`src/hdl/flash_host_defines.svh`:
```
`ifndef FLASH_HOST_DEFINES_SVH
`define FLASH_HOST_DEFINES_SVH

`define CLK_PERIOD_NS        5
`define ADDR_ACCESS_NS       90
`define AUTO_SLEEP_EXTRA_NS  30
`define RESET_PULSE_MIN_NS   500
`define RESET_RECOVERY_NS    50
`define READY_SETTLE_NS      20000
`define CMD_PULSE_NS         40
`define RESET_PULSE_MIN_CYC  ((`RESET_PULSE_MIN_NS + `CLK_PERIOD_NS - 1) / `CLK_PERIOD_NS)
`define RESET_RECOVERY_CYC   ((`RESET_RECOVERY_NS + `CLK_PERIOD_NS - 1) / `CLK_PERIOD_NS)
`define READY_SETTLE_CYC     ((`READY_SETTLE_NS + `CLK_PERIOD_NS - 1) / `CLK_PERIOD_NS)
`define ACCESS_CYC           ((`ADDR_ACCESS_NS + `CLK_PERIOD_NS - 1) / `CLK_PERIOD_NS)
`define SLEEP_CYC            ((`ADDR_ACCESS_NS + `AUTO_SLEEP_EXTRA_NS + `CLK_PERIOD_NS - 1) / `CLK_PERIOD_NS)
`define CMD_PULSE_CYC        ((`CMD_PULSE_NS + `CLK_PERIOD_NS - 1) / `CLK_PERIOD_NS)
`define ID_ADDR_MAKER        2'h0
`define ID_ADDR_PART         2'h1
`define ID_ADDR_PROTECT      2'h2
`define UNLOCK1_ADDR         18'h00555
`define UNLOCK2_ADDR         18'h002AA
`define UNLOCK1_DATA         8'hAA
`define UNLOCK2_DATA         8'h55
`define AUTOSEL_CMD_DATA     8'h90
`define RESET_CMD_DATA       8'hF0
`define PROTECTED_VAL        8'h01
`define TOP_SECTORS_LAST     4'hA

`endif

```
`src/hdl/flash_host_pkg.sv`:
```
package flash_host_pkg;
    typedef enum logic [1:0] {
        OP_READ,
        OP_ID_CMD,
        OP_ID_EXIT,
        OP_HW_RESET
    } host_op_t;
    typedef enum logic [1:0] {
        ID_MAKER,
        ID_PART,
        ID_PROTECT
    } id_sel_t;
endpackage

```
`src/hdl/flash_host.sv`:
```
`timescale 1ns/100ps
`include "flash_host_defines.svh"
// Summary of operation
// - host leaves aborted program or erase for the user to reissue
// - host waits recovery time after reset
// - high voltage id: A9 elevated, A6 low
// - protect check: sector bits, A1=1, A0=0
// - in-system id uses command sequence
// - reset command leaves autoselect mode
module flash_host
    import flash_host_pkg::*;
#(
    parameter int READY_SETTLE_CYC = `READY_SETTLE_CYC
)(
    input  wire logic        clk_i,           // 200 MHz clock
    input  wire logic        nrst_i,          // async reset, active low
    input  wire logic        req_i,           // start operation, pulse
    input  wire host_op_t    op_i,            // operation kind
    input  wire id_sel_t     id_sel_i,        // which id code
    input  wire logic [3:0]  sector_i,        // sector for protect check
    input  wire logic        top_boot_i,      // device variant
    input  wire logic        byte_mode_i,     // 1 = byte mode
    input  wire logic        hv_method_i,     // use elevated A9 method
    input  wire logic [17:0] addr_i,          // array word address
    input  wire logic        addr_lsb_i,      // byte lsb (A-1)
    input  wire logic [15:0] dq_i,            // data pins in
    input  wire logic        ready_busy_n_i,  // device ready/busy pin
    output logic             busy_o,          // operation running
    output logic             done_o,          // result valid pulse
    output logic      [15:0] rdata_o,         // read result
    output logic             protected_o,     // sector protected flag
    output logic      [17:0] addr_o,          // address pins
    output logic             addr_lsb_o,      // A-1 in byte mode
    output logic      [15:0] dq_o,            // data pins out
    output logic             dq_oe_n_o,       // low while host drives dq
    output logic             ce_n_o,          // chip enable
    output logic             oe_n_o,          // output enable
    output logic             we_n_o,          // write enable
    output logic             rst_n_o,         // hardware reset pin
    output logic             elevated_id_voltage_o, // raise A9 to id level
    output logic             byte_n_o         // byte/word select pin
);
    typedef enum logic [3:0] {
        S_IDLE, S_RD_SETUP, S_RD_WAIT, S_WR_LOW, S_WR_HIGH,
        S_RST_LOW, S_RST_BUSY, S_RST_REC, S_DONE
    } state_t;

    state_t      state_r;
    logic [15:0] cnt_r;
    logic [1:0]  seq_r;
    logic [1:0]  nseq_r;
    host_op_t    op_r;
    logic        id_read_r;
    logic [5:0]  sa_bits;

    sector_decode u_dec (
        .top_boot_i (top_boot_i),
        .sector_i   (sector_i),
        .sa_bits_o  (sa_bits)
    );

    function automatic logic [7:0] wr_data(input logic [1:0] idx, input host_op_t op);
        logic [7:0] d;
        d = (idx == 2'h0) ? `UNLOCK1_DATA : (idx == 2'h1) ? `UNLOCK2_DATA
            : (op == OP_ID_EXIT) ? `RESET_CMD_DATA : `AUTOSEL_CMD_DATA;
        return d;
    endfunction

    function automatic logic [17:0] wr_addr(input logic [1:0] idx);
        return (idx == 2'h1) ? `UNLOCK2_ADDR : `UNLOCK1_ADDR;
    endfunction

    always_ff @(posedge clk_i or negedge nrst_i) begin
        if (!nrst_i) begin
            state_r               <= S_IDLE;
            cnt_r                 <= 16'h0000;
            seq_r                 <= 2'h0;
            nseq_r                <= 2'h0;
            op_r                  <= OP_READ;
            id_read_r             <= 1'b0;
            busy_o                <= 1'b0;
            done_o                <= 1'b0;
            rdata_o               <= 16'h0000;
            protected_o           <= 1'b0;
            addr_o                <= 18'h00000;
            addr_lsb_o            <= 1'b0;
            dq_o                  <= 16'h0000;
            dq_oe_n_o             <= 1'b1;
            ce_n_o                <= 1'b1;
            oe_n_o                <= 1'b1;
            we_n_o                <= 1'b1;
            rst_n_o               <= 1'b1;
            elevated_id_voltage_o <= 1'b0;
            byte_n_o              <= 1'b1;
        end else begin
            done_o <= 1'b0;
            unique case (state_r)
                S_IDLE: begin
                    ce_n_o                <= 1'b1;
                    oe_n_o                <= 1'b1;
                    elevated_id_voltage_o <= 1'b0;
                    byte_n_o              <= ~byte_mode_i;
                    if (req_i) begin
                        busy_o    <= 1'b1;
                        op_r      <= op_i;
                        seq_r     <= 2'h0;
                        id_read_r <= 1'b0;
                        unique case (op_i)
                            OP_READ: begin
                                // addresses held stable after read; device may sleep, data stays latched
                                addr_o     <= addr_i;
                                addr_lsb_o <= addr_lsb_i;
                                state_r    <= S_RD_SETUP;
                            end
                            OP_ID_CMD: begin
                                if (hv_method_i) begin
                                    // a9 stays low here: the id level is applied beside the pin
                                    addr_o <= {sa_bits, 2'h0, 1'b0, 2'h0, 1'b0, 4'h0,
                                               id_sel_i[1], id_sel_i[0]};
                                    elevated_id_voltage_o <= 1'b1;
                                    id_read_r  <= 1'b1;
                                    state_r    <= S_RD_SETUP;
                                end else begin
                                    nseq_r  <= 2'h2;
                                    state_r <= S_WR_LOW;
                                end
                            end
                            OP_ID_EXIT: begin
                                nseq_r  <= 2'h2;
                                state_r <= S_WR_LOW;
                            end
                            OP_HW_RESET: begin
                                rst_n_o <= 1'b0;
                                cnt_r   <= 16'(`RESET_PULSE_MIN_CYC);
                                state_r <= S_RST_LOW;
                            end
                        endcase
                    end
                end
                S_WR_LOW: begin
                    addr_o    <= wr_addr(seq_r);
                    dq_o      <= {8'h00, wr_data(seq_r, op_r)};
                    dq_oe_n_o <= 1'b0;
                    ce_n_o    <= 1'b0;
                    we_n_o    <= 1'b0;
                    cnt_r     <= 16'(`CMD_PULSE_CYC);
                    state_r   <= S_WR_HIGH;
                end
                S_WR_HIGH: begin
                    if (cnt_r != 16'h0000) begin
                        cnt_r <= cnt_r - 16'h0001;
                    end else if (we_n_o == 1'b0) begin
                        we_n_o <= 1'b1;
                        cnt_r  <= 16'(`CMD_PULSE_CYC);
                    end else begin
                        ce_n_o    <= 1'b1;
                        dq_oe_n_o <= 1'b1;
                        if (seq_r != nseq_r) begin
                            seq_r   <= seq_r + 2'h1;
                            state_r <= S_WR_LOW;
                        end else if (op_r == OP_ID_CMD) begin
                            // in-system codes: 0 maker, 1/2 part, 2/4 protect with sector bits
                            addr_o <= {sa_bits, 10'h000, 2'(id_sel_i)};
                            addr_lsb_o <= 1'b0;
                            id_read_r  <= 1'b1;
                            state_r    <= S_RD_SETUP;
                        end else begin
                            state_r <= S_DONE;
                        end
                    end
                end
                S_RD_SETUP: begin
                    ce_n_o  <= 1'b0;
                    oe_n_o  <= 1'b0;
                    we_n_o  <= 1'b1;
                    cnt_r   <= 16'(`ACCESS_CYC);
                    state_r <= S_RD_WAIT;
                end
                S_RD_WAIT: begin
                    if (cnt_r != 16'h0000) begin
                        cnt_r <= cnt_r - 16'h0001;
                    end else begin
                        if (id_read_r) begin
                            rdata_o     <= byte_mode_i ? {8'h00, dq_i[7:0]} : dq_i;
                            protected_o <= (dq_i[7:0] == `PROTECTED_VAL);
                        end else begin
                            rdata_o <= dq_i;
                        end
                        oe_n_o  <= 1'b1;
                        ce_n_o  <= 1'b1;
                        state_r <= S_DONE;
                    end
                end
                S_RST_LOW: begin
                    if (cnt_r != 16'h0000) begin
                        cnt_r <= cnt_r - 16'h0001;
                    end else begin
                        rst_n_o <= 1'b1;
                        cnt_r   <= 16'(READY_SETTLE_CYC);
                        state_r <= S_RST_BUSY;
                    end
                end
                S_RST_BUSY: begin
                    // wait for ready; bounded so a stuck pin cannot hang the host
                    if (ready_busy_n_i || cnt_r == 16'h0000) begin
                        cnt_r   <= 16'(`RESET_RECOVERY_CYC);
                        state_r <= S_RST_REC;
                    end else begin
                        cnt_r <= cnt_r - 16'h0001;
                    end
                end
                S_RST_REC: begin
                    if (cnt_r != 16'h0000)
                        cnt_r <= cnt_r - 16'h0001;
                    else
                        // a cut program or erase is left for the user to reissue after done
                        state_r <= S_DONE;
                end
                S_DONE: begin
                    busy_o  <= 1'b0;
                    done_o  <= 1'b1;
                    state_r <= S_IDLE;
                end
                default: state_r <= S_IDLE;
            endcase
        end
    end
endmodule

```
`src/hdl/sector_decode.sv`:
```
`timescale 1ns/100ps
`include "flash_host_defines.svh"
module sector_decode
    import flash_host_pkg::*;
(
    input  wire logic       top_boot_i,  // 1 = top boot variant
    input  wire logic [3:0] sector_i,    // sector number 0..10
    output logic      [5:0] sa_bits_o    // address bits 17..12
);
    always_comb begin
        sa_bits_o = 6'h00;
        if (top_boot_i) begin
            if (sector_i < 4'h7)
                sa_bits_o = {sector_i[2:0], 3'h0};
            else if (sector_i == 4'h7)
                sa_bits_o = 6'h38;
            else if (sector_i == 4'h8)
                sa_bits_o = 6'h3C;
            else if (sector_i == 4'h9)
                sa_bits_o = 6'h3D;
            else
                sa_bits_o = 6'h3E;
        end else begin
            if (sector_i == 4'h0)
                sa_bits_o = 6'h00;
            else if (sector_i == 4'h1)
                sa_bits_o = 6'h02;
            else if (sector_i == 4'h2)
                sa_bits_o = 6'h03;
            else if (sector_i == 4'h3)
                sa_bits_o = 6'h04;
            else
                sa_bits_o = {3'(sector_i - 4'h3), 3'h0};
        end
    end
endmodule

```
`config.mk`:
```
export PLATFORM = sky130hd
export DESIGN_NAME = flash_host
export DESIGN_NICKNAME = d
export VERILOG_FILES = /design/src/hdl/flash_host_pkg.sv /design/src/hdl/flash_host.sv /design/src/hdl/sector_decode.sv
export VERILOG_INCLUDE_DIRS = /design/src /design/src/hdl
export SDC_FILE = /design/constraint.sdc
export NUM_CORES = 1
export LEC_CHECK = 0
export BUFFER_PORTS_ARGS = -buffer_cell sky130_fd_sc_hd__buf_2
export CAP_MARGIN = 10
export CORE_AREA = 2 2 126 128
export CTS_CLUSTER_DIAMETER = 50
export DETAILED_ROUTE_END_ITERATION = 7
export DIE_AREA = 0 0 128 130
export GPL_TIMING_DRIVEN = 1
export PLACE_DENSITY = 0.57
export SLEW_MARGIN = 10
export SYNTH_ARGS = -nofsm -noshare
export SYNTH_HDL_FRONTEND = slang
export SYNTH_HIERARCHICAL = 1
export SYNTH_SLANG_ARGS = --single-unit
```
`constraint.sdc`:
```
create_clock -name clk_i -period 2.9 [get_ports clk_i]
set_input_delay 0.145 -clock clk_i [delete_from_list [all_inputs] [get_ports clk_i]]
set_output_delay 0.145 -clock clk_i [all_outputs]
set_load 0.01 [all_outputs]
```
* Word level (Yosys, flattened, before mapping)
Index checks and enable logic that the tools add are counted.
** Word-level totals
- Memory bits (writable) :: 0
- Memories kept :: 0
- Memory bits (read-only) :: 0
- Word-level logic and storage cells :: 178
- Output and inout bits :: 61
- Latch bits :: 0
- Flip-flop bits (word level) :: 80
- Bits of input ports :: 50
** Operators by class
- Shifts and indexed selects :: 0
- Multiplexer cells :: 78
- Equality and inequality tests :: 39
- Multipliers :: 0
- $lt $le $gt $ge :: 1
- Bitwise operators :: 2
- Reduce and logical (&&, ||, !) cells :: 35
- Divide/modulo/power cells :: 0
- Add/subtract/negate cells :: 3
** Operators by type and width (number)
- 16-bit two-way mux :: 9
- 16-bit case mux with 7 select lines :: 1
- 18-bit two-way mux :: 6
- 18-bit case mux with 3 select lines :: 1
- 6-bit two-way mux :: 8
- 18-bit case mux with 2 select lines :: 1
- 4-bit two-way mux :: 8
- 4-bit case mux with 7 select lines :: 1
- 2-bit != test (second input constant) :: 11
- 1-bit two-way mux :: 21
- 4-bit by 3-bit equality test with 1-bit output (second input constant) :: 5
- 4-bit by 2-bit equality test with 1-bit output (second input constant) :: 4
- 16-bit zero test :: 1
- 8-bit two-way mux :: 2
- 4-bit case mux with 4 select lines :: 1
- 16-bit nonzero test :: 1
- 16-bit by 1-bit subtractor with 16-bit output (second input constant) :: 1
- 2-bit two-way mux :: 7
- 4-bit equality test (second input constant) :: 3
- 4-bit AND reduction :: 3
- 6-bit AND reduction :: 2
- 11-bit two-way mux :: 1
- 1-bit case mux with 2 select lines :: 5
- 2-bit AND reduction :: 5
- other kinds (28) :: 50

* Longest topological paths before layout
Gate-level depths: netlist of run 1.
- Depth after elaboration :: 11
- Mapped depth :: 9
- Gate-level depth less buffers :: 7

* Modules after synthesis
The synthesis of run 1 kept the hierarchy.
** By module, submodules not included
- flash_host :: seq. area each 1934.4 um^2, area each 4276.6 um^2, times used 1, cells an instance 451
- sector_decode :: seq. area each 0.0 um^2, area each 231.5 um^2, times used 1, cells an instance 34

* Worst setup path before layout of run 1
No wires, ideal clock.
- Path type :: register to register
- From :: register cnt_r[11]
- To :: register addr_o[0]
- Cell stages (with the launch flop) :: 8
- Arrival :: 1.965 ns
- Buffers on the path :: 2
- Clock period less this slack :: 2.092 ns
- Data required time :: 2.773 ns
- Setup slack :: 0.808 ns
- Setup time :: 0.127 ns
- Cell sequence :: dfrtp_1 > nor4_4 > and3_1 > buf_6 > a41oi_4 > a2111o_1 > buf_6 > mux2_1
** Between the ends
- Word-level cells in the longest chain between the ends :: 3
** RTL lines
- start, declared :: RTL line flash_host.sv:49 : logic [15:0] cnt_r;
- start signal, assigned :: RTL line flash_host.sv:134 : cnt_r <= 16'(`RESET_PULSE_MIN_CYC);
- start signal, assigned :: RTL line flash_host.sv:146 : cnt_r <= 16'(`CMD_PULSE_CYC);
- start signal, assigned :: RTL line flash_host.sv:151 : cnt_r <= cnt_r - 16'h0001;
- 16-bit nonzero test :: RTL line flash_host.sv:150 : if (cnt_r != 16'h0000) begin
- 2-bit != test (no line)
- 8-bit AND reduction (no line)
- end signal, assigned :: RTL line flash_host.sv:118 : addr_o <= {sa_bits, 2'h0, 1'b0, 2'h0, 1'b0, 4'h0,
- end signal, assigned :: RTL line flash_host.sv:141 : addr_o <= wr_addr(seq_r);
- end signal, assigned :: RTL line flash_host.sv:163 : addr_o <= {sa_bits, 10'h000, 2'(id_sel_i)};
- end, declared :: RTL line flash_host.sv:32 : output logic [17:0] addr_o,
Every way passes these cells.
A chain may end at the register's enable or synchronous reset.

* Final worst setup path of run 1
- From :: register cnt_r[11]
- To :: register addr_o[10]
Same word-level chain as after synthesis.

==> results.py, run 1 <==
metrics = {
    "route": {
        "route.vias.total": 3947,
        "wl_um": 11600,
        "first_iter_violations": 213,
        "antenna_left": 0,
        "wire_per_inst_um": 14.9,
        "via_per_inst": 5.07,
        "dr.pass1.iters": 7,
        "drcViolationCount": 0,
    },
    "synth": {
        "yosysWarnings": 6,
        "yosysSeqAreaShare": 0.429,
        "postSynthAreaPerCell_um2": 9.29,
        "synth_edf_count": 0,
        "synth_flop_cell": "dfrtp_1",
        "ys_types": 70,
        "synthArstFlopShare": 1.00,
        "netlist_instances": 485,
        "synth-seq-cells": 77,
        "syn-cell-area_mm2": 0.00451,
    },
    "grt": {
        "grtUsageTotal": 0.143,
        "antenna_found_initial": 0,
        "grt_pass1_wl_um": 19000,
        "grt_max_degree": 78,
        "grt_pass1_vias": 3806,
        "overflow": 0,
    },
    "pwr": {
        "leakage_nw": 2.54,
        "powerDensity_mw_per_mm2": 1190,
        "power_mw": 6.52,
        "ir_worst_vdd_uv": 400,
    },
    "final_layout": {
        "mostFrequentLayoutCell": "buf_2",
        "nets": 641,
        "fillers": 1577,
        "final_cells": 779,
        "drive_gt1_frac": 0.283,
        "syn_to_final_growth_pct": 21.6,
        "most-common-layout-cells": "101 x buf_2, 71 x dfrtp_1, 57 x nand2_1, 34 x o21ai_0, 31 x inv_1",
        "antenna_cells": 0,
    },
    "floorplanning": {
        "dieHeight_um": 130,
        "rows": 46,
        "num_io_pins": 111,
        "die_x_um": 128,
        "core_area_mm2": 0.0154,
        "start_util": 0.292,
        "die_area_mm2": 0.0166,
    },
    "worst_setup_path": {
        "cp_slowest_cell": "a2111o_1",
        "arrival_ns": 2.67,
        "end_kind": "register",
        "worstPathRequired_ns": 3.15,
        "slowest_delay_ns": 0.60,
        "crit_type": "register to register",
        "crit_chain": "nor4_4 > and3_1 > a41oi_4 > a2111o_1 > buf_4 > mux2i_1",
        "critPathLaunchType": "register",
        "crit_fanout": 11,
    },
    "min_path": {
        "hp-class": "input port to async pin",
    },
    "placement": {
        "io_buffers": 102,
        "gp_congestion": 0.834,
        "dpl.hpwl_um": 8560,
        "dp_cells": 762,
    },
    "timing": {
        "whs_ns": -0.0353,
        "tightest_slew_ns": 1.11,
        "finalCritPeriodShare": 0.835,
        "fin_setup_tns_ns": 0,
        "grt_setup_unrepaired": "no",
        "max_freq_mhz": 413,
        "slew_headroom": 0.254,
        "min_period_ns": 2.42,
        "clock-skew-final_ns": 0.00624,
        "hold_viol_final": 32,
        "report.final.setup_viol": 0,
        "maxSlewViolCount": 0,
    },
    "status": {
        "outcome": "finished, violations left",
        "violations": "negative hold slack",
    },
    "cts": {
        "clock_latency_ns": 0.34,
        "cts_root_buf": "clkbuf_16",
        "cts_tree": "done",
        "cts.sinks": 77,
        "cts.clk_slew.worst_paths_ns": 0.06,
        "htreeDepth": 3,
        "cts_max_path_buffers": 2,
        "cts_buffers": 9,
    },
    "flow_run": {
        "cap_violations": 0,
    },
}
-- critical path, delay by kind of cell, from the launching register on --
kind	cells	cell delay, ns
compound gates	2	0.73
simple gates	2	0.66
buf+inv	1	0.28
mux	1	0.19
flops	1	0.46
-- worst paths after layout --
path                                                      to  cells past startpoint  slack (ns)                   from
min                                   addr_o[16]$_DFFE_PN0P_                      1       -0.04                 nrst_i
min in group clk_i                   rdata_o[14]$_DFFE_PN0P_                      3        0.04               dq_i[14]
min reg2reg                              dq_o[6]$_DFFE_PN0P_                      2        0.47    dq_o[6]$_DFFE_PN0P_
max                                   addr_o[10]$_DFFE_PN0P_                      6        0.48  cnt_r[11]$_DFFE_PN0P_
max reg2reg                           addr_o[10]$_DFFE_PN0P_                      6        0.48  cnt_r[11]$_DFFE_PN0P_
max in group asynchronous  elevated_id_voltage_o$_DFFE_PN0P_                      1        2.26                 nrst_i
-- cell usage after synthesis, types with 10 or more instances --
library cell / instances / share of area
buf_4: 10 / 0.017
o31ai_1: 10 / 0.017
nor3_1: 18 / 0.020
dfrtp_1: 71 / 0.39
clkbuf_1: 17 / 0.014
nand2_1: 57 / 0.047
nand3_1: 13 / 0.014
o21ai_0: 34 / 0.038
mux2_2: 13 / 0.032
nor2_1: 22 / 0.018
a21oi_1: 27 / 0.030
mux2i_1: 13 / 0.029
inv_1: 31 / 0.026
-- per-layer routing --
layer | up-vias | global-route usage | share of wire
met5 | - | 0 | 0
met4 | 0 | 0.0472 | 0.014
met3 | 13 | 0.0385 | 0.055
met2 | 119 | 0.232 | 0.48
met1 | 1882 | 0.185 | 0.46
li1 | 1933 | - | -
-- registers in the layout, indices dropped and copies added, names as in the netlist --
signal / cells
addr_lsb_o: 1
dq_o: 6
oe_n_o: 1
elevated_id_voltage_o: 1
op_r: 2
dq_oe_n_o: 1
rdata_o: 16
byte_n_o: 1
protected_o: 1
id_read_r: 1
state_r: 4
addr_o: 18
ce_n_o: 1
busy_o: 1
rst_n_o: 1
done_o: 1
seq_r: 2
nseq_r: 1
cnt_r: 16
we_n_o: 1
-- cell families (layout without fill, tap and decap cells) --
kind of cell,count (synthesis),after routing,share of synthesized area
buf+inv,70,165,0.0749
other cells,1,8,0.000832
compound gates,136,136,0.210
simple gates,155,155,0.174
fa+ha+maj,9,9,0.0250
mux,33,33,0.0788
xor+xnor,4,4,0.00777
flops,77,77,0.429
-- stage by stage --
step            util  cell area, um^2  setup slack (ns)
2_1_floorplan      -             4530             0.808
3_3_place_gp   0.336             5180             0.562
3_5_place_dp   0.336             5180             0.465
4_1_cts        0.355             5480             0.453
5_1_grt        0.355             5480             0.287
6_report       0.355             5480             0.477
-- what timing repair did --
action,4_1_cts,5_1_grt
hold buffers,1,0
hold endpoints to repair,1,0
setup buffers,0,0
resized for setup,0,0
-- area by class of cell --
cell class                      count  area (um^2)  share of cell area
Multi-Input combinational cell    345         2260               0.413
Clock buffer                        9          225              0.0411
Tap cell                          192          240              0.0438
Timing Repair Buffer              118          636               0.116
Sequential cell                    77         1930               0.353
Inverter                           31          116              0.0212
Clock inverter                      7         66.3              0.0121
-- where the power goes --
part | leakage, nW | internal (mW) | switching, mW
Combinational | 1.47 | 1.41 | 2.05
Sequential | 0.925 | 1.58 | 0.372
Clock | 0.145 | 0.661 | 0.447
(Power assumes the default switching activity.)
==> inputs of run 2 (changes only) <==
--- a/config.mk
+++ b/config.mk
@@ -13,7 +13,7 @@
 export DETAILED_ROUTE_END_ITERATION = 7
 export DIE_AREA = 0 0 128 130
 export GPL_TIMING_DRIVEN = 1
-export PLACE_DENSITY = 0.57
+export PLACE_DENSITY = 0.59
 export SLEW_MARGIN = 10
 export SYNTH_ARGS = -nofsm -noshare
 export SYNTH_HDL_FRONTEND = slang
==> constraint.sdc (replaced) <==
create_clock -name clk_i -period 2.08 [get_ports clk_i]
set_input_delay 0.104 -clock clk_i [delete_from_list [all_inputs] [get_ports clk_i]]
set_output_delay 0.104 -clock clk_i [all_outputs]
set_load 0.01 [all_outputs]
==> results.py, run 2 (synthesis results as in run 1) <==
metrics = {
    "status": {
        "outcome": "finished clean",
    },
    "grt": {
        "grt_max_degree": 38,
        "antenna_found_initial": 0,
        "grt_pass1_wl_um": 20200,
        "grt_pass1_vias": 4081,
        "grtUsageTotal": 0.153,
        "overflow": 0,
    },
    "final_layout": {
        "final_area_mm2": 0.00603,
        "nets": 697,
        "largest_register": "addr_o",
        "most-common-layout-cells": "101 x buf_2, 70 x dfrtp_1, 64 x buf_4, 57 x nand2_1, 34 x o21ai_0",
        "syn_to_final_growth_pct": 33.8,
        "regArea_mm2": 0.00194,
        "mostFrequentLayoutCell": "buf_2",
        "drive_gt1_frac": 0.359,
        "fillers": 1527,
        "biggestRegsByFlops": "addr_o (18), cnt_r (16), rdata_o (16)",
        "antenna_cells": 0,
        "multiInputGateArea_mm2": 0.00232,
        "largest_reg_flops": 18,
    },
    "worst_setup_path": {
        "r2r-start": "cnt_r[2]$_DFFE_PN0P_",
        "crit_type": "register to register",
        "critPathLaunchType": "register",
        "rr_worst_depth": 6,
        "reg2reg_to": "addr_o[17]$_DFFE_PN0P_",
        "worstPathRequired_ns": 2.30,
        "arrival_ns": 2.27,
        "crit_fanout": 11,
        "r2r_setup_slack_ns": 0.03,
        "end_kind": "register",
    },
    "pwr": {
        "pwr-share-clk": 0.159,
        "net-switching-power_mw": 4.46,
        "leakage_nw": 2.85,
        "powerDensity_mw_per_mm2": 1770,
        "power_frac_comb": 0.593,
        "intPower_mw": 6.19,
        "ir_worst_vdd_uv": 546,
        "pwr-share-seq": 0.248,
        "switching_share": 0.419,
    },
    "timing": {
        "hold_viol_final": 0,
        "clock-skew-final_ns": 0.00958,
        "slew_headroom": 0.663,
        "tightest_slew_ns": 0.506,
        "report.final.setup_viol": 0,
        "whs_ns": 0.00773,
        "grt_setup_unrepaired": "yes",
        "max_freq_mhz": 488,
        "maxSlewViolCount": 0,
        "min_period_ns": 2.05,
        "finalCritPeriodShare": 0.986,
    },
    "route": {
        "wl_um": 12500,
        "top_layer": "met4",
        "antenna_left": 0,
        "wl_met2_um": 6110,
        "first_iter_violations": 314,
        "route.vias.total": 4190,
        "drcViolationCount": 0,
        "dr.pass1.iters": 5,
        "wire_per_inst_um": 15.0,
        "via_per_inst": 5.02,
        "met1Wirelength_um": 5530,
        "wl_met3_um": 699,
    },
    "flow_run": {
        "cap_violations": 0,
    },
    "cts": {
        "post_cts_buffers": 0,
        "cts_buffers": 9,
        "cts.sinks": 77,
        "cts_root_buf": "clkbuf_16",
        "htreeDepth": 3,
        "cts_max_path_buffers": 2,
        "cts.clk_slew.worst_paths_ns": 0.06,
        "clock_latency_ns": 0.34,
        "cts_tree": "done",
    },
    "min_path": {
        "min_path_cells": 3,
        "hp-class": "input port to register",
        "whs_endpoint": "rdata_o[8]$_DFFE_PN0P_",
        "min_from": "dq_i[8]",
    },
    "floorplanning": {
        "dieHeight_um": 130,
        "rows": 46,
        "die_x_um": 128,
        "die_area_mm2": 0.0166,
        "num_io_pins": 111,
        "core_area_mm2": 0.0154,
        "start_util": 0.292,
    },
    "placement": {
        "dpl-instance-area_mm2": 0.00559,
        "gp_congestion": 0.918,
        "dpl.hpwl_um": 9740,
        "io_buffers": 102,
    },
}
-- run 2: worst max path at each step --
stage / from / end / slack [ns] / depth (start not counted)
2_1_floorplan: cnt_r[8]$_DFFE_PN0P_ / addr_o[0]$_DFFE_PN0P_ / 0.02 / 8
3_3_place_gp: cnt_r[2]$_DFFE_PN0P_ / addr_o[15]$_DFFE_PN0P_ / -0.05 / 6
3_5_place_dp: cnt_r[14]$_DFFE_PN0P_ / addr_o[13]$_DFFE_PN0P_ / -0.09 / 6
4_1_cts: state_r[1]$_DFFE_PN0P_ / cnt_r[5]$_DFFE_PN0P_ / 0.02 / 7
5_1_grt: cnt_r[11]$_DFFE_PN0P_ / addr_o[17]$_DFFE_PN0P_ / -0.03 / 6
6_report: cnt_r[2]$_DFFE_PN0P_ / addr_o[17]$_DFFE_PN0P_ / 0.03 / 6
-- run 2: per-layer routing --
layer	vias to the layer above	track usage
met2	135	0.260
met1	1991	0.194
met3	17	0.0357
met4	0	0.0511
met5	-	0
li1	2047	-
-- run 2: final cells by class --
| cell class | count | share of cell area |
|---|---|---|
| sequential | 77 | 0.321 |
| clock inverter | 7 | 0.0162 |
| multi-input combinational | 345 | 0.385 |
| clock buffer | 9 | 0.0373 |
| tap | 192 | 0.0398 |
| inverter | 31 | 0.0193 |
| timing repair buffer | 174 | 0.181 |
-- run 2: what timing repair did --
action | in CTS | in global routing
hold buffers | 4 | 0
endpoints found under the setup margin | 19 | 34
hold endpoints to repair | 36 | 0
pin swaps | 3 | 1
gates resized for setup | 5 | 15
-- run 2: stage by stage --
step                total power, mW  cells  setup slack, ns  setup TNS (ns)  utilization
global placement               8.58    815          -0.0534          -0.561        0.362
detailed placement             8.72    815          -0.0892           -1.04        0.362
finish                         10.6    835           0.0297               0        0.391
CTS                            10.5    835           0.0155               0        0.387
floorplan                      6.27    492           0.0213               0            -
global route                   11.5    835          -0.0315          -0.220        0.391
-- run 2: worst max-delay path, stage by stage (launching register included) --
cell and delay [ns]:
dfrtp_1 0.40, or3_4 0.43, nor2_4 0.13, a41oi_4 0.14, a2111o_1 0.34, buf_6 0.17, mux2_1 0.32
-- run 2: power by group through the flow --
| stage | clock network (mW) | logic [mW] | registers [mW] |
|---|---|---|---|
| detailed placement | 0 | 6.05 | 2.66 |
| finish | 1.70 | 6.31 | 2.64 |
| floorplan | 0 | 3.44 | 2.84 |
| global placement | 0 | 5.94 | 2.64 |
| CTS | 1.74 | 6.15 | 2.64 |
| global route | 1.81 | 6.93 | 2.74 |
==> inputs of run 3 (changes only) <==
--- a/config.mk
+++ b/config.mk
@@ -12,7 +12,7 @@
 export CTS_CLUSTER_DIAMETER = 50
 export DETAILED_ROUTE_END_ITERATION = 7
 export DIE_AREA = 0 0 128 130
-export GPL_TIMING_DRIVEN = 1
+export GPL_TIMING_DRIVEN = 0
 export PLACE_DENSITY = 0.59
 export SLEW_MARGIN = 10
 export SYNTH_ARGS = -nofsm -noshare
==> results.py, run 3 (synthesis results as in run 1) <==
metrics = {
    "status": {
        "outcome": "finished clean",
    },
    "cts": {
        "cts_buffers": 9,
        "cts_max_path_buffers": 2,
        "clock_latency_ns": 0.33,
        "cts.clk_slew.worst_paths_ns": 0.06,
        "cts_tree": "done",
        "htreeDepth": 3,
        "cts_root_buf": "clkbuf_16",
        "cts.sinks": 77,
    },
    "placement": {
        "gp_congestion": 0.895,
        "dpl.hpwl_um": 9090,
        "io_buffers": 99,
        "dpl-instance-area_mm2": 0.00530,
        "place_worst_setup_slack_ns": -0.428,
    },
    "timing": {
        "maxSlewViolCount": 0,
        "clock-skew-final_ns": 0.00911,
        "whs_ns": 0.00894,
        "grt_setup_unrepaired": "yes",
        "fin_ws_ns": 0.00303,
        "hold_viol_final": 0,
        "report.final.setup_viol": 0,
        "fin_setup_tns_ns": 0,
        "slew_headroom": 0.569,
        "max_freq_mhz": 481,
        "tightest_slew_ns": 0.641,
        "min_period_ns": 2.08,
        "finalCritPeriodShare": 0.999,
    },
    "pwr": {
        "leakage_nw": 2.81,
        "powerDensity_mw_per_mm2": 1740,
        "ir_worst_vdd_uv": 644,
        "power_mw": 10.5,
    },
    "route": {
        "via_per_inst": 5.09,
        "drcViolationCount": 0,
        "dr.pass1.iters": 4,
        "route.vias.total": 4197,
        "wire_per_inst_um": 14.9,
        "antenna_left": 0,
        "wl_um": 12300,
        "first_iter_violations": 249,
    },
    "final_layout": {
        "largest_reg_flops": 18,
        "largest_register": "addr_o",
        "drive_gt1_frac": 0.368,
        "most-common-layout-cells": "105 x buf_2, 68 x dfrtp_1, 56 x nand2_1, 34 x buf_4, 34 x o21ai_0",
        "antenna_cells": 0,
        "fillers": 1547,
        "nets": 687,
        "mostFrequentLayoutCell": "buf_2",
        "syn_to_final_growth_pct": 34.1,
        "final_area_mm2": 0.00604,
        "biggestRegsByFlops": "addr_o (18), cnt_r (16), rdata_o (16)",
    },
    "floorplanning": {
        "core_area_mm2": 0.0154,
        "num_io_pins": 111,
        "die_area_mm2": 0.0166,
        "die_x_um": 128,
        "dieHeight_um": 130,
        "start_util": 0.292,
        "rows": 46,
    },
    "grt": {
        "grtUsageTotal": 0.147,
        "grt_max_degree": 47,
        "antenna_found_initial": 0,
        "grt_pass1_vias": 4046,
        "grt_pass1_wl_um": 19700,
        "overflow": 0,
    },
    "worst_setup_path": {
        "reg2reg_to": "addr_o[16]$_DFFE_PN0P_",
        "r2r-start": "cnt_r[2]$_DFFE_PN0P_",
        "end_kind": "register",
        "worstPathRequired_ns": 2.30,
        "crit_type": "register to register",
        "critPathLaunchType": "register",
        "crit_fanout": 5,
        "cp-startpoint": "cnt_r[2]$_DFFE_PN0P_",
        "rr_worst_depth": 6,
        "arrival_ns": 2.30,
        "r2r_setup_slack_ns": 0.003,
    },
    "min_path": {
        "hp-class": "input port to register",
        "min_path_cells": 3,
        "min_from": "dq_i[14]",
        "whs_endpoint": "rdata_o[14]$_DFFE_PN0P_",
    },
    "flow_run": {
        "cap_violations": 0,
    },
}
-- run 3: worst max-delay path by stage --
stage                     cells after the start                      to
after global routing                          6  addr_o[16]$_DFFE_PN0P_
final                                         6  addr_o[16]$_DFFE_PN0P_
after floorplan                               8   addr_o[0]$_DFFE_PN0P_
after global placement                        7   addr_o[0]$_DFFE_PN0P_
after detailed placement                      6  rdata_o[7]$_DFFE_PN0P_
after CTS                                     7  addr_o[16]$_DFFE_PN0P_
-- run 3: cell type report --
type	count	area, um^2	area share
Sequential cell	77	1940	0.321
Tap cell	192	240	0.0397
Clock buffer	9	225	0.0373
Inverter	31	116	0.0193
Clock inverter	7	81.3	0.0135
Multi-Input combinational cell	345	2430	0.402
Timing Repair Buffer	129	781	0.129
Buffer	35	234	0.0387
-- run 3: where the power goes --
group | internal, mW | switching (mW) | total [mW]
Clock | 0.945 | 0.650 | 1.60
Sequential | 2.22 | 0.461 | 2.68
Combinational | 2.80 | 3.44 | 6.24
-- run 3: timing repair --
item,4_1_cts,5_1_grt
endpoints found under the setup margin,53,48
setup buffers,16,6
resized for setup,41,27
hold buffers,5,0
cloned,1,1
pin swaps,11,5
endpoints found under the hold margin,35,0
-- run 3: stage by stage --
step           utilization  cells
2_1_floorplan            -    492
3_3_place_gp         0.342    783
3_5_place_dp         0.344    784
4_1_cts              0.384    820
5_1_grt              0.392    825
6_report             0.392    825
-- run 3: per-layer routing --
layer / track usage / vias up / wire length (um)
li1: - / 2037 / -
met1: 0.185 / 2039 / 5430
met2: 0.249 / 105 / 6110
met3: 0.0324 / 16 / 592
met4: 0.0511 / 0 / 164
met5: 0 / - / 0
-- run 3: worst max-delay path: stages (launching register included) --
cell and delay (ns):
dfrtp_2 0.40, or3_4 0.41, nor2_4 0.17, a41oi_4 0.13, a2111o_1 0.37, buf_6 0.17
mux2_4 0.30
